[src/logic/sar_pkg.sv]
// Purpose: constants for the serial readout sequencer of a 10-bit SAR converter
// Assumes: serial clock and select are sampled by a 200 MHz system clock
// Notes:   one package shared by the sequencer and its synchroniser
`default_nettype none
package sar_pkg;
  localparam int unsigned RESULT_W      = 10;
  localparam int unsigned CLK_PERIOD_NS = 5;
  localparam int unsigned SYNC_STAGES   = 2;
  // cycle positions counted in falling edges after the first rising edge once select falls
  localparam logic [4:0]  NULL_EDGE     = 5'h02;
  localparam logic [4:0]  MSB_FIRST_END = 5'h0C;
  localparam logic [4:0]  LSB_FIRST_END = 5'h15;
  localparam logic [4:0]  EDGE_CNT_MAX  = 5'h1F;
  localparam logic [9:0]  CODE_ZERO     = 10'h000;
  localparam logic [9:0]  CODE_FULL     = 10'h3FF;
  localparam logic [4:0]  EDGE_CNT_RST  = 5'h00;
  localparam logic [9:0]  SAMPLE_RST    = 10'h000;
  localparam logic        DOUT_RST      = 1'b0;
  localparam logic        OE_N_RST      = 1'b1;
  localparam logic        ARMED_RST     = 1'b0;
  typedef enum logic [1:0] {
    SAR_IDLE,
    SAR_LOCKED,
    SAR_ACQUIRE,
    SAR_SHIFT
  } sar_state_t;
endpackage
`default_nettype wire

[src/logic/sar_readout.sv]
// Purpose: serial readout sequencer of a 10-bit successive-approximation converter
// Assumes: host drives serial clock in mode 0,0 or 1,1 and samples on rising edges
// Notes:   conversion is modelled by latching a digital code at the end of sampling
//
// Notes on behaviour
// - sampling starts first rising edge after select falls
// - held sample becomes 10-bit serial result
// - select low at power-up needs high-then-low first
// - second falling edge ends sample, drives null
// - next ten clocks send result MSB first
// - output changes only on serial clock falling edges
// - MSB appears on third falling edge
// - output high impedance for first two clocks
// - further clocks repeat result LSB first
// - bit zero shared, repeat resumes at bit one
// - afterwards zeros while select stays low
// - raising select ends transfer at any time
// - one result bit per received serial clock
// - code saturates at 000h and 3FFh
// - code is unsigned straight binary of input
// - select high ends conversion, enters standby
`default_nettype none
module sar_readout
  import sar_pkg::*;
(
  input  wire logic                      i_clock,               // system clock 200 MHz
  input  wire logic                      i_rst,                 // async reset, high
  input  wire logic                      i_select_shutdown_n,   // select/shutdown pin, low active
  input  wire logic                      i_sclk,                // serial clock pin from host
  input  wire logic signed [RESULT_W:0]  i_analog_code,         // differential input scaled to codes
  output logic                           o_dout,                // serial data out level
  output logic                           o_dout_oe_n,           // low while data out is driven
  output logic                           o_standby              // high while in low-power standby
);
  sar_state_t state_ff;
  sar_state_t nxt_state;
  logic [4:0]  edge_cnt_ff;
  logic [4:0]  nxt_edge_cnt;
  logic [9:0]  sample_ff;
  logic [9:0]  nxt_sample;
  logic        dout_ff;
  logic        nxt_dout;
  logic        oe_n_ff;
  logic        nxt_oe_n;
  logic        armed_ff;
  logic        nxt_armed;
  logic        sclk_d_ff;
  logic        sel_n_s;
  logic        sclk_s;
  logic        sclk_rise;
  logic        sclk_fall;

  // ----------------------------------------------------------------
  // pin synchronisers
  // ----------------------------------------------------------------
  // select resets low so a low pin at power-up stays locked until it goes high
  sar_sync #(.RST_VAL(1'b0)) u_sel_sync
  (
    .i_clock (i_clock),
    .i_rst   (i_rst),
    .i_d     (i_select_shutdown_n),
    .o_q     (sel_n_s)
  );

  sar_sync #(.RST_VAL(1'b0)) u_sclk_sync
  (
    .i_clock (i_clock),
    .i_rst   (i_rst),
    .i_d     (i_sclk),
    .o_q     (sclk_s)
  );

  always_ff @(posedge i_clock or posedge i_rst)
  begin
    if (i_rst)
      sclk_d_ff <= 1'b0;
    else
      sclk_d_ff <= sclk_s;
  end

  assign sclk_rise = sclk_s & ~sclk_d_ff;
  assign sclk_fall = ~sclk_s & sclk_d_ff;

  // ----------------------------------------------------------------
  // conversion model
  // ----------------------------------------------------------------
  function automatic logic [9:0] sar_saturate(input logic signed [RESULT_W:0] code);
    if (code <= 0)
      sar_saturate = CODE_ZERO;
    else if (code >= $signed({1'b0, CODE_FULL}))
      sar_saturate = CODE_FULL;
    else
      sar_saturate = code[9:0];
  endfunction

  // bit index on the data line for a given falling-edge count
  function automatic logic sar_bit(input logic [9:0] res, input logic [4:0] cnt);
    logic [4:0] idx;
    idx = 5'h00;
    sar_bit = 1'b0;
    if (cnt > NULL_EDGE && cnt <= MSB_FIRST_END)
    begin
      idx = MSB_FIRST_END - cnt;
      sar_bit = res[idx[3:0]];
    end
    else if (cnt > MSB_FIRST_END && cnt <= LSB_FIRST_END)
    begin
      idx = cnt - MSB_FIRST_END;
      sar_bit = res[idx[3:0]];
    end
  endfunction

  // ----------------------------------------------------------------
  // sequencer
  // ----------------------------------------------------------------
  always_comb
  begin
    nxt_state    = state_ff;
    nxt_edge_cnt = edge_cnt_ff;
    nxt_sample   = sample_ff;
    nxt_dout     = dout_ff;
    nxt_oe_n     = oe_n_ff;
    nxt_armed    = armed_ff;
    unique case (state_ff)
      SAR_LOCKED:
      begin
        if (sel_n_s)
          nxt_state = SAR_IDLE;
      end
      SAR_IDLE:
      begin
        nxt_oe_n     = 1'b1;
        nxt_edge_cnt = EDGE_CNT_RST;
        nxt_armed    = 1'b0;
        if (!sel_n_s)
          nxt_state = SAR_ACQUIRE;
      end
      SAR_ACQUIRE:
      begin
        // first rising edge opens the sample; input tracked until second fall
        if (sclk_rise)
          nxt_armed = 1'b1;
        // clock idling high gives a fall before any rise: it must not count
        if (sclk_fall && armed_ff)
        begin
          nxt_edge_cnt = edge_cnt_ff + 5'h01;
          if (edge_cnt_ff + 5'h01 == NULL_EDGE)
          begin
            nxt_sample = sar_saturate(i_analog_code);
            nxt_dout   = 1'b0;
            nxt_oe_n   = 1'b0;
            nxt_state  = SAR_SHIFT;
          end
        end
      end
      SAR_SHIFT:
      begin
        if (sclk_fall)
        begin
          if (edge_cnt_ff != EDGE_CNT_MAX)
            nxt_edge_cnt = edge_cnt_ff + 5'h01;
          nxt_dout = sar_bit(sample_ff, edge_cnt_ff + 5'h01);
        end
      end
    endcase
    if (sel_n_s && state_ff != SAR_LOCKED)
    begin
      nxt_state = SAR_IDLE;
      nxt_oe_n  = 1'b1;
      nxt_armed = 1'b0;
    end
  end

  always_ff @(posedge i_clock or posedge i_rst)
  begin
    if (i_rst)
    begin
      state_ff    <= SAR_LOCKED;
      edge_cnt_ff <= EDGE_CNT_RST;
      sample_ff   <= SAMPLE_RST;
      dout_ff     <= DOUT_RST;
      oe_n_ff     <= OE_N_RST;
      armed_ff    <= ARMED_RST;
    end
    else
    begin
      state_ff    <= nxt_state;
      edge_cnt_ff <= nxt_edge_cnt;
      sample_ff   <= nxt_sample;
      dout_ff     <= nxt_dout;
      oe_n_ff     <= nxt_oe_n;
      armed_ff    <= nxt_armed;
    end
  end

  assign o_dout      = dout_ff;
  assign o_dout_oe_n = oe_n_ff;
  assign o_standby   = (state_ff == SAR_IDLE) || (state_ff == SAR_LOCKED);
endmodule
`default_nettype wire

[src/logic/sar_sync.sv]
// Purpose: two-flop synchroniser for pins entering the system clock domain
// Assumes: i_d is asynchronous to i_clock
// Notes:   reset value is a port-free constant
`default_nettype none
module sar_sync
  import sar_pkg::*;
#(
  parameter logic RST_VAL = 1'b0
)(
  input  wire logic i_clock,   // system clock
  input  wire logic i_rst,     // async reset, high
  input  wire logic i_d,       // asynchronous level
  output logic      o_q        // synchronised level
);
  logic meta_ff;
  logic sync_ff;
  logic nxt_meta;
  logic nxt_sync;

  always_comb
  begin
    nxt_meta = i_d;
    nxt_sync = meta_ff;
  end

  always_ff @(posedge i_clock or posedge i_rst)
  begin
    if (i_rst)
    begin
      meta_ff <= RST_VAL;
      sync_ff <= RST_VAL;
    end
    else
    begin
      meta_ff <= nxt_meta;
      sync_ff <= nxt_sync;
    end
  end

  assign o_q = sync_ff;
endmodule
`default_nettype wire

[config.mk]
export PLATFORM = sky130hd
export DESIGN_NAME = sar_readout
export DESIGN_NICKNAME = d
export VERILOG_FILES = /design/src/logic/sar_pkg.sv /design/src/logic/sar_readout.sv /design/src/logic/sar_sync.sv
export SDC_FILE = /design/constraint.sdc
export NUM_CORES = 1
export LEC_CHECK = 0
export ABC_CLOCK_PERIOD_IN_PS = 2800
export BUFFER_PORTS_ARGS = -buffer_cell sky130_fd_sc_hd__buf_2
export CAP_MARGIN = 20
export CORE_MARGIN = 5
export CORE_UTILIZATION = 45
export CTS_CLUSTER_DIAMETER = 80
export DETAILED_ROUTE_END_ITERATION = 6
export MAX_ROUTING_LAYER = met4
export SKIP_CTS_REPAIR_TIMING = 1
export SYNTH_ARGS = -nofsm -noshare
export SYNTH_HDL_FRONTEND = slang
export SYNTH_SLANG_ARGS = --single-unit
[constraint.sdc]
create_clock -name i_clock -period 2.8 [get_ports i_clock]
set_input_delay 0.14 -clock i_clock [delete_from_list [all_inputs] [get_ports i_clock]]
set_output_delay 0.14 -clock i_clock [all_outputs]
set_load 0.02 [all_outputs]
==> flow_metrics.py <==
metrics = {
    "sta": {
        "clock_skew_ns": 0.005871,
        "setup_viol": 0,
        "worst_slew_pin_slew_ns": 0.4794,
        "layout_min_cycle_time_ns": 2.233,
        "finalHoldViolCount": 0,
        "rsz0062_at_grt": "false",
        "timing.final.crit_share_pct": 79.76,
        "slew_viol_final": 0,
        "relSlewSlack_pct": 68.04,
        "setup-tns-final_ns": 0,
        "setup_ws_ns": 0.5667,
        "max_freq_mhz": 447.8,
    },
    "cts": {
        "cts_tree": "done",
        "clk_latency_ns": 0.32,
        "cts_root_buffer": "clkbuf_4",
        "clockBufferDepth": 2,
        "cts_made_buffers": 3,
        "cts_sinks": 25,
        "path_clk_slew_ns": 0.14,
        "h-tree-depth": 1,
    },
    "power_and_ir_drop": {
        "switchingPower_w": 0.0003202,
        "total_power_w": 0.0008974,
        "ir_drop_uv": 273.8,
        "intPower_w": 0.0005772,
        "seq_power_share_pct": 48.5,
        "power_per_cell_area_nw_per_um2": 505.1,
        "p_leak_nw": 0.8113,
        "p_comb_share_pct": 33.0,
        "pwr-share-clk_pct": 18.5,
        "swShare_pct": 35.68,
    },
    "min_path": {
        "min_from": "i_analog_code[6]",
        "hold_class": "in2reg",
    },
    "worst_setup_path": {
        "crit_start": "edge_cnt_ff[1]",
        "r2r_start": "edge_cnt_ff[1]",
        "cp.required_ns": 3.02,
        "end_kind": "flop",
        "crit_type": "reg2reg",
        "crit_arrival_ns": 2.46,
        "worst-path-max-fanout": 8,
        "crit_path_start_kind": "flop",
    },
    "die": {
        "row_count": 21,
        "dieHeight_um": 69.82,
        "die_x_um": 69.82,
        "fp.coreArea_um2": 3390,
        "die-area_um2": 4875,
        "ios": 18,
        "start_util_pct": 47.51,
    },
    "drt": {
        "drt-pass1-iter-count": 4,
        "ant_nets": 0,
        "post_drt_wl_per_cell_um": 13.37,
        "wl_mm": 3.115,
        "vias": 1208,
        "drt_iter0_drc": 90,
        "via_per_inst": 5.185,
        "drc_errors": 0,
    },
    "logic_synthesis": {
        "synth_fp_nets": 191,
        "async_reset_ff_share_pct": 100.0,
        "netlist_area_um2": 1610,
        "yosysSeqAreaShare_pct": 39.01,
        "ys_top_cells_by_count": "o21ai_0 (24), dfrtp_1 (23), nand2_1 (19)",
        "synthFlopType": "dfrtp_1",
        "ys_warn_count": 0,
        "syn_area_per_cell_um2": 9.585,
        "synth_edf_count": 0,
        "ys_types": 46,
        "synthTopCellsByArea": "dfrtp_1 (36%), o21ai_0 (7.5%), ha_1 (6.2%)",
        "synth.largest_area_cell": "dfrtp_1",
        "yosys.cell_count.top_type": "o21ai_0",
        "synth_top_area_share_pct": 35.74,
        "synth-seq-cells": 25,
        "synthCells": 168,
    },
    "grt": {
        "grt_usage_pct": 12.98,
        "antenna_found_initial": 0,
        "grt_pass1_wl_mm": 5.154,
        "grt_overflow_total": 0,
        "first_global_vias": 1120,
        "grt_max_degree": 26,
    },
    "finish": {
        "fin_cells": 233,
        "syn2layout_area_growth_pct": 10.33,
        "finalNetCount": 211,
        "antenna_cells": 0,
        "stdcell_area_um2": 1777,
        "drive_gt1_share_pct": 23.53,
    },
    "placement": {
        "place_ws_ns": 0.6053,
        "dpl.cell_count": 225,
        "io_buffers": 17,
        "post_dp_cell_area_um2": 1692,
        "gp_congestion": 0.8137,
        "dpl.hpwl_mm": 2.332,
    },
    "job": {
        "drv_cap": 0,
    },
    "run_status": {
        "status": "finished clean",
    },
}
[flip-flops by register name, indices dropped and copies added, names as in the netlist]
register,cells
armed_ff,1
edge_cnt_ff,5
o_dout,1
o_dout_oe_n,1
sample_ff,10
sclk_d_ff,1
state_ff,2
u_sclk_sync.meta_ff,1
u_sclk_sync.o_q,1
u_sel_sync.meta_ff,1
u_sel_sync.o_q,1
[placed cells by master (no fill, tap or decap), types with 2 or more instances in the layout]
master and count:
nor2_1 5, inv_1 8, buf_4 3, mux2i_1 4, dlygate4sd3_1 3, o21ai_1 2, a21oi_1 4, ha_1 8
buf_2 17, clkbuf_4 3, and3_2 2, nand3b_1 2, dfstp_2 2, nand2b_1 12, nor3_1 2, o21ai_0 24
dfrtp_1 23, or2_2 2, nor4_1 2, a31oi_1 4, nand2_1 19, and2_1 2, nor2b_1 3, xor2_1 2
nand3_1 7
[critical path, stage by stage, from the launching register on]
cell      delay (ns)
dfrtp_1         0.51
ha_1            0.25
and3_2          0.21
ha_1            0.33
nor3_1          0.24
nand3b_1        0.16
and3_2          0.23
a31oi_1         0.13
o21ai_1         0.09
[path summary, 6_finish.rpt]
path,slack (ns),cells past startpoint,endpoint
max in group asynchronous,2.11,4,state_ff[0]
min in group asynchronous,0.25,3,sample_ff[6]
worst min-delay path,0.05,3,sample_ff[6]
worst min register to register,0.37,0,u_sel_sync.o_q
worst max register to register,0.57,8,o_dout
worst max-delay path,0.57,8,o_dout
[per-stage QoR]
stage	hold WS, ns	util, %
2_1_floorplan	0.1658	-
3_3_place_gp	0.2482	49.91
3_5_place_dp	0.2499	49.91
4_1_cts	-0.1095	50.72
5_1_grt	0.03376	52.42
6_report	0.04657	52.42
[layer usage]
metal  GRT usage [%]  share of wire (%)  vias to the layer above
met5               -                  0                        -
met1           17.50                 48                      563
met2           20.57                 47                       21
met3           1.884                4.0                        4
li1                -                  -                      620
met4           3.191                1.1                        0
[logic make-up after synthesis]
logic type | Yosys count | share of synthesized area, %
simple gates | 62 | 21.06
compound gates | 45 | 18.73
flops | 25 | 39.01
buf+inv | 18 | 7.302
fa+ha+maj | 8 | 6.216
mux | 6 | 4.584
xor+xnor | 4 | 3.109
[area by class of cell]
class,count,area (um2)
inverter,9,33.78
multi-input combinational,125,864.6
tap,46,57.56
fill,319,1613
clock buffer,3,22.52
clock inverter,1,5.005
sequential,25,628.1
timing repair buffer,24,165.2
[power groups by stage]
stage	combinational [W]	sequential, W	clock (W)
6_report	0.000296	0.000436	0.000166
5_1_grt	0.000334	0.000442	0.000184
4_1_cts	0.000289	0.000436	0.000175
3_5_place_dp	0.000286	0.000443	0
3_3_place_gp	0.000279	0.000441	0
2_1_floorplan	0.000242	0.000430	0
Power figures use the tool's default switching activity.
